===== src/include/drcrs_pkg.sv =====
package drcrs_pkg;
   // sequencer states, binary codes written out
   typedef enum logic [3:0] {
      DRCRS_IDLE   = 4'h0,
      DRCRS_ROW    = 4'h1,
      DRCRS_COL    = 4'h2,
      DRCRS_XWAIT  = 4'h3,
      DRCRS_HOLD   = 4'h4,
      DRCRS_RF1    = 4'h5,
      DRCRS_RF2    = 4'h6,
      DRCRS_RF3    = 4'h7,
      DRCRS_END    = 4'h8
   } drcrs_state_e;
   localparam int DRCRS_SYNC_STAGES = 2;
   localparam int DRCRS_NUM_PINS = 8;
   // pin order inside the synchroniser bus
   localparam int DRCRS_P_SEL = 0;
   localparam int DRCRS_P_ALE = 1;
   localparam int DRCRS_P_WIN = 2;
   localparam int DRCRS_P_REQ = 3;
   localparam int DRCRS_P_XW = 4;
   localparam int DRCRS_P_LAB = 5;
   localparam int DRCRS_P_UHE = 6;
   localparam int DRCRS_P_OE = 7;
   // idle pin levels, so no false select or refresh right after reset
   localparam logic [DRCRS_NUM_PINS-1:0] DRCRS_PIN_RST = 8'hCD;
endpackage


===== src/include/drcrs_sync_if.sv =====
`timescale 1ns/10ps
interface drcrs_sync_if #(parameter int W = 8);
   logic [W-1:0] raw;
   logic [W-1:0] synced;
   modport src (output raw, input synced);
   modport dst (input raw, output synced);
endinterface


===== src/logic/drcrs_sync.sv =====
`timescale 1ns/10ps
module drcrs_sync
   import drcrs_pkg::*;
(
   input wire logic clk,
   input wire logic rst_b,
   input wire logic clk_en,
   drcrs_sync_if.dst pins
);
   logic [DRCRS_NUM_PINS-1:0] stage1_ff;
   logic [DRCRS_NUM_PINS-1:0] stage2_ff;
   logic [DRCRS_NUM_PINS-1:0] nxt_stage1;
   logic [DRCRS_NUM_PINS-1:0] nxt_stage2;
   always_comb
   begin
      nxt_stage1 = clk_en ? pins.raw : stage1_ff;
      nxt_stage2 = clk_en ? stage1_ff : stage2_ff;
   end
   always_ff @(posedge clk or negedge rst_b)
   begin
      if (!rst_b)
      begin
         stage1_ff <= DRCRS_PIN_RST;
         stage2_ff <= DRCRS_PIN_RST;
      end
      else
      begin
         stage1_ff <= nxt_stage1;
         stage2_ff <= nxt_stage2;
      end
   end
   assign pins.synced = stage2_ff;
endmodule // drcrs_sync


===== src/logic/drcrs_top.sv =====
`timescale 1ns/10ps
// Contract
// - select plus ALE starts cycle, row strobe
// - column strobes after row phase, byte-wise
// - upper gated by high enable, lower by address
// - hidden refresh on unselected bus cycle
// - no column strobes during refresh
// - forced refresh when idle, window low
// - access during forced refresh waits
// - refresh output clears pending request
// - refresh output low during refresh
// - extra wait select adds one cycle
// - no extra wait in hidden refresh
// - no waits normally, forced up to three
module drcrs_top
   import drcrs_pkg::*;
(
   input wire logic clk,
   input wire logic rst_b,
   input wire logic clk_en,
   input wire logic mem_select_b,
   input wire logic ale,
   input wire logic refresh_window_clock,
   input wire logic refresh_request_b,
   input wire logic extra_wait_select,
   input wire logic low_address_bit,
   input wire logic byte_high_enable_b,
   input wire logic out_enable_b,
   output logic row_strobe_request,
   output logic row_strobe_request_oe,
   output logic column_strobe_upper_b,
   output logic column_strobe_upper_b_oe,
   output logic column_strobe_lower_b,
   output logic column_strobe_lower_b_oe,
   output logic ready,
   output logic ready_oe,
   output logic refresh_mode_out_b,
   output logic refresh_mode_out_b_oe
);
   import drcrs_pkg::*;

   drcrs_sync_if #(.W(DRCRS_NUM_PINS)) sync_bus ();
   logic [DRCRS_NUM_PINS-1:0] s;
   logic sel;
   logic ale_s;
   logic win;
   logic req;
   logic xwait;
   logic lab_s;
   logic uhe_s;
   logic oe_s;

   assign sync_bus.raw = {out_enable_b, byte_high_enable_b, low_address_bit,
      extra_wait_select, refresh_request_b, refresh_window_clock, ale,
      mem_select_b};

   drcrs_sync u_sync (
      .clk(clk),
      .rst_b(rst_b),
      .clk_en(clk_en),
      .pins(sync_bus.dst)
   );

   assign s = sync_bus.synced;
   assign sel = ~s[DRCRS_P_SEL];
   assign ale_s = s[DRCRS_P_ALE];
   assign win = s[DRCRS_P_WIN];
   assign req = ~s[DRCRS_P_REQ];
   assign xwait = s[DRCRS_P_XW];
   assign lab_s = s[DRCRS_P_LAB];
   assign uhe_s = ~s[DRCRS_P_UHE];
   assign oe_s = ~s[DRCRS_P_OE];

   drcrs_state_e state_ff;
   drcrs_state_e nxt_state;
   logic pend_ff;
   logic nxt_pend;
   logic lane_hi_ff;
   logic nxt_lane_hi;
   logic lane_lo_ff;
   logic nxt_lane_lo;
   logic ras_ff;
   logic nxt_ras;
   logic col_hi_b_ff;
   logic nxt_col_hi_b;
   logic col_lo_b_ff;
   logic nxt_col_lo_b;
   logic rdy_ff;
   logic nxt_rdy;
   logic rmode_b_ff;
   logic nxt_rmode_b;
   logic oe_ff;
   logic nxt_oe;
   logic start_acc;
   logic in_refresh;
   logic forced_ff;
   logic nxt_forced;

   assign start_acc = sel && ale_s;
   assign in_refresh = (state_ff == DRCRS_RF1) || (state_ff == DRCRS_RF2)
      || (state_ff == DRCRS_RF3);

   // pending access captured while a forced refresh runs
   always_comb
   begin
      nxt_state = state_ff;
      nxt_pend = pend_ff;
      nxt_lane_hi = lane_hi_ff;
      nxt_lane_lo = lane_lo_ff;
      nxt_forced = forced_ff;
      case (state_ff)
         DRCRS_IDLE:
         begin
            if (start_acc)
            begin
               nxt_state = DRCRS_ROW;
               nxt_lane_hi = uhe_s;
               nxt_lane_lo = ~lab_s;
            end
            else if (req && win && !sel && ale_s)
            begin
               nxt_state = DRCRS_RF1;
               nxt_forced = 1'b0;
            end
            else if (req && !win)
            begin
               nxt_state = DRCRS_RF1;
               nxt_forced = 1'b1;
            end
         end
         DRCRS_ROW:
            nxt_state = xwait ? DRCRS_XWAIT : DRCRS_COL;
         DRCRS_XWAIT:
            nxt_state = DRCRS_COL;
         DRCRS_COL:
            nxt_state = DRCRS_HOLD;
         DRCRS_HOLD:
            nxt_state = DRCRS_END;
         DRCRS_RF1:
         begin
            nxt_state = DRCRS_RF2;
            if (start_acc && forced_ff)
            begin
               nxt_pend = 1'b1;
               nxt_lane_hi = uhe_s;
               nxt_lane_lo = ~lab_s;
            end
         end
         DRCRS_RF2:
         begin
            nxt_state = DRCRS_RF3;
            if (start_acc && forced_ff)
            begin
               nxt_pend = 1'b1;
               nxt_lane_hi = uhe_s;
               nxt_lane_lo = ~lab_s;
            end
         end
         DRCRS_RF3:
         begin
            // pending access, or one arriving now, runs straight after
            if (pend_ff || (start_acc && forced_ff))
            begin
               nxt_state = DRCRS_ROW;
               nxt_pend = 1'b0;
               if (!pend_ff)
               begin
                  nxt_lane_hi = uhe_s;
                  nxt_lane_lo = ~lab_s;
               end
            end
            else
               nxt_state = DRCRS_END;
         end
         DRCRS_END:
         begin
            // a four-clock host cycle may strobe ale here; else it is lost
            if (start_acc)
            begin
               nxt_state = DRCRS_ROW;
               nxt_lane_hi = uhe_s;
               nxt_lane_lo = ~lab_s;
            end
            else
               nxt_state = DRCRS_IDLE;
         end
         default:
            nxt_state = DRCRS_IDLE;
      endcase
   end

   // outputs registered from next state; output enables from the synced oe pin
   always_comb
   begin
      nxt_ras = (nxt_state == DRCRS_ROW) || (nxt_state == DRCRS_XWAIT)
         || (nxt_state == DRCRS_COL) || (nxt_state == DRCRS_HOLD)
         || (nxt_state == DRCRS_RF1) || (nxt_state == DRCRS_RF2)
         || (nxt_state == DRCRS_RF3);
      nxt_col_hi_b = 1'b1;
      nxt_col_lo_b = 1'b1;
      if ((nxt_state == DRCRS_COL) || (nxt_state == DRCRS_HOLD))
      begin
         nxt_col_hi_b = ~nxt_lane_hi;
         nxt_col_lo_b = ~nxt_lane_lo;
      end
      // refresh states never reach the column assignments above
      nxt_rmode_b = !((nxt_state == DRCRS_RF1) || (nxt_state == DRCRS_RF2)
         || (nxt_state == DRCRS_RF3));
      // ready dropped only for the extra wait or a held access
      nxt_rdy = !((nxt_state == DRCRS_XWAIT) || nxt_pend
         || (in_refresh && forced_ff && start_acc));
      nxt_oe = oe_s;
   end

   always_ff @(posedge clk or negedge rst_b)
   begin
      if (!rst_b)
      begin
         state_ff <= DRCRS_IDLE;
         pend_ff <= 1'b0;
         lane_hi_ff <= 1'b0;
         lane_lo_ff <= 1'b0;
         forced_ff <= 1'b0;
         ras_ff <= 1'b0;
         col_hi_b_ff <= 1'b1;
         col_lo_b_ff <= 1'b1;
         rdy_ff <= 1'b1;
         rmode_b_ff <= 1'b1;
         oe_ff <= 1'b0;
      end
      else if (clk_en)
      begin
         state_ff <= nxt_state;
         pend_ff <= nxt_pend;
         lane_hi_ff <= nxt_lane_hi;
         lane_lo_ff <= nxt_lane_lo;
         forced_ff <= nxt_forced;
         ras_ff <= nxt_ras;
         col_hi_b_ff <= nxt_col_hi_b;
         col_lo_b_ff <= nxt_col_lo_b;
         rdy_ff <= nxt_rdy;
         rmode_b_ff <= nxt_rmode_b;
         oe_ff <= nxt_oe;
      end
   end

   assign row_strobe_request = ras_ff;
   assign column_strobe_upper_b = col_hi_b_ff;
   assign column_strobe_lower_b = col_lo_b_ff;
   assign ready = rdy_ff;
   assign refresh_mode_out_b = rmode_b_ff;
   // state keeps running while the pins float
   assign row_strobe_request_oe = oe_ff;
   assign column_strobe_upper_b_oe = oe_ff;
   assign column_strobe_lower_b_oe = oe_ff;
   assign ready_oe = oe_ff;
   assign refresh_mode_out_b_oe = oe_ff;
endmodule // drcrs_top


===== config.mk =====
export PLATFORM = sky130hd
export DESIGN_NAME = drcrs_top
export DESIGN_NICKNAME = d
export VERILOG_FILES = /design/src/include/drcrs_pkg.sv /design/src/include/drcrs_sync_if.sv /design/src/logic/drcrs_sync.sv /design/src/logic/drcrs_top.sv
export SDC_FILE = /design/constraint.sdc
export NUM_CORES = 1
export LEC_CHECK = 0
export ABC_CLOCK_PERIOD_IN_PS = 1800
export BUFFER_PORTS_ARGS = -buffer_cell sky130_fd_sc_hd__buf_2
export CORE_MARGIN = 2
export CORE_UTILIZATION = 35
export CTS_CLUSTER_DIAMETER = 40
export DETAILED_ROUTE_END_ITERATION = 8
export PLACE_DENSITY = 0.51
export SLEW_MARGIN = 20
export SYNTH_ARGS = -nofsm -noshare
export SYNTH_HDL_FRONTEND = slang
export SYNTH_SLANG_ARGS = --single-unit

===== constraint.sdc =====
create_clock -name clk -period 1.8 [get_ports clk]
set_input_delay 0 -clock clk [delete_from_list [all_inputs] [get_ports clk]]
set_output_delay 0 -clock clk [all_outputs]
set_load 0.005 [all_outputs]

==> results.yml <==
route:
  wire_per_inst_microns: 14.4
  first_pass_iters: 4
  ant_nets: 0
  viasPerCell: 5.58
  drt_iter0_drc: 80
  drcViolationCount: 0
  routed_wirelength_microns: 3450
  vias: 1338
synthesis:
  syn_avg_cell_area_sq_um: 10.6
  synth_cells: 161
  yosysTopAreaCellShare_pct: 23.6
  async_reset_ff_share_pct: 100
  ys.flop_type: "dfrtp_1"
  ys_seq_area_share_pct: 45.2
  ys_ff_latch: 30
  synth-edff-count: 0
  synth.yosys.warnings: 0
  synth_top_cell_by_area: "dfrtp_1"
  syn_area_sq_mm: 0.00170
  synth.area.top_cells: "dfrtp_1 24%, dfstp_2 22%, mux2_2 11%"
  synth.distinct_cells: 51
  syn-num-nets: 172
sta:
  finalSetupTns_ps: 0
  slew_viol_final: 0
  worst_slack_ps: 95.3
  tightest_slew_ps: 661
  post-route-period-util_pct: 94.7
  finalSetupViolations: 0
  rsz0062_at_grt: "no"
  timing.fmax_mhz: 587
  relSlewSlack_pct: 56.0
  skew_ps: 1.25
  layout_min_cycle_time_ps: 1700
  timing.final.hold_violations: 0
global_routing:
  track_usage_pct: 14.6
  grt_pass1_wl_microns: 5990
  grt_max_degree: 40
  antenna_found_initial: 0
  grt_overflow: 0
  grt_pass1_vias: 1220
cts:
  cts-root-buf: "clkbuf_8"
  cts_sinks: 30
  cts_tree: "yes"
  ctsHtreeMaxLevel: 2
  clkLatencyLatePin_ps: 280
  numCtsBuffers: 5
  cts_setup_buffers: 0
  cts.clk_slew.worst_paths_ps: 60
  cts_resized: 0
  ctsHoldBuffers: 9
  clockBufferDepth: 2
finish:
  n_antenna_cell: 0
  num-fill-cells: 464
  final_common_cell: "buf_2"
  area_delta_synth_final_pct: 17.6
  drive_above_1_share_pct: 37.1
  multiInputGateArea_sq_um: 817
  layout_common_cells: "20 x buf_2, 17 x mux2_2, 16 x dfrtp_1, 14 x dfstp_2, 11 x nor2_1"
  nNetsFinal: 196
  seqCellArea_sq_um: 768
power:
  intPower_mw: 1.73
  seq_power_share_pct: 41.5
  pwr-share-clk_pct: 20.3
  swShare_pct: 36.5
  vdd_ir_drop_max_mv: 0.583
  power_frac_comb_pct: 38.2
  leakagePower_nw: 0.809
  power_density_mw_per_mm2: 1360
  p_switching_uw: 994
floorplan:
  start_util_pct: 36.2
  row_count: 25
  dieArea_sq_mm: 0.00543
  core_area_sq_mm: 0.00469
  io_pins: 21
  die_h_microns: 73.7
  die_x_microns: 73.7
setup_path:
  crit_type: "register to register"
  cp_max_fo: 11
  worstPathRequired_ps: 2000
  end_kind: "register"
  r2r_start: "u_sync.pins.synced[0]"
  cp-startpoint: "u_sync.pins.synced[0]"
  cp-start-kind: "register"
  arrival_ps: 1910
placed_design:
  dp_slack_ps: 113
  place_congestion: 0.932
  dp_hpwl_microns: 2370
  portBuffers: 20
job:
  drv_cap: 0
status:
  status: "finished clean"
hold_path:
  min_from: "clk_en"
  holdCritPathClass: "input pin to register"
power by group through the flow:
stage          Combinational (mW)  Sequential (mW)  Clock, mW
4_1_cts                      1.05             1.13      0.577
5_1_grt                      1.17             1.17      0.606
3_3_place_gp                0.998             1.13          0
3_5_place_dp                 1.02             1.14          0
6_report                     1.04             1.13      0.555
2_1_floorplan               0.876            0.997          0
final timing paths:
check / endpoint / slack [ps] / depth (start not counted)
setup / recovery: refresh_mode_out_b / 100 / 4
hold / removal: lane_hi_ff / 230 / 4
setup reg to reg: refresh_mode_out_b / 100 / 4
hold reg to reg: ready / 470 / 2
max in group asynchronous: u_sync.pins.synced[5] / 1080 / 2
min in group asynchronous: state_ff[3] / 290 / 2
worst max-delay path, cell delays in order (launching register included):
cell,delay [ps]
dfstp_2,610
and3b_1,280
o311a_1,350
nand4bb_1,200
a31oi_1,190
cell families (layout without fill, tap and decap cells):
logic type,Yosys count,after routing,synth area share (%)
AO/OA/AOI/OAI,48,48,20.9
AND/OR/NAND/NOR,40,40,14.3
flip-flops,30,30,45.2
buffers and inverters,23,48,6.70
multiplexers,18,18,11.9
XOR/XNOR,2,2,1.03
synth_stat cells (2+ instances only):
| cell type | count |
|---|---|
| mux2_2 | 17 |
| dfrtp_1 | 16 |
| dfstp_2 | 14 |
| nor2_1 | 11 |
| a21oi_1 | 8 |
| clkbuf_1 | 7 |
| o21ai_0 | 6 |
| nand2_1 | 5 |
| buf_2 | 4 |
| buf_4 | 4 |
| inv_1 | 4 |
| nor2b_1 | 4 |
| o211ai_1 | 4 |
| a31oi_1 | 3 |
| nand2b_1 | 3 |
| nand4b_1 | 3 |
| a211oi_1 | 2 |
| a21boi_0 | 2 |
| a21o_1 | 2 |
| a32oi_1 | 2 |
| a41oi_1 | 2 |
| buf_1 | 2 |
| nand3_1 | 2 |
| o2111a_1 | 2 |
| o21bai_1 | 2 |
| o32a_1 | 2 |
| or2_0 | 2 |
| or3b_1 | 2 |
| xnor2_1 | 2 |
metrics by stage:
step,power (mW),instances,area [sq um],utilization (%),hold WS (ps)
2_1_floorplan,1.87,161,1700,-,-296
3_3_place_gp,2.13,223,1820,38.7,70.2
3_5_place_dp,2.16,223,1820,38.7,81.7
4_1_cts,2.75,240,2000,42.6,231
5_1_grt,2.95,240,2000,42.6,257
6_report,2.73,240,2000,42.6,229
final cells by class:
cell class	instances	share of cell area [%]
clock inverter	1	0.250
timing repair buffer	35	11.8
sequential	30	38.4
multi-input combinational	108	40.9
inverter	5	0.939
tap	54	3.38
clock buffer	7	4.32
layer usage:
layer	global-route usage, %	routed length [microns]	up-vias
li1	-	-	640
met3	4.39	156	6
met4	6.06	54	0
met2	22.0	1670	32
met1	19.6	1580	660
met5	0	0	-
No activity file was read; power rests on OpenSTA's default activity.
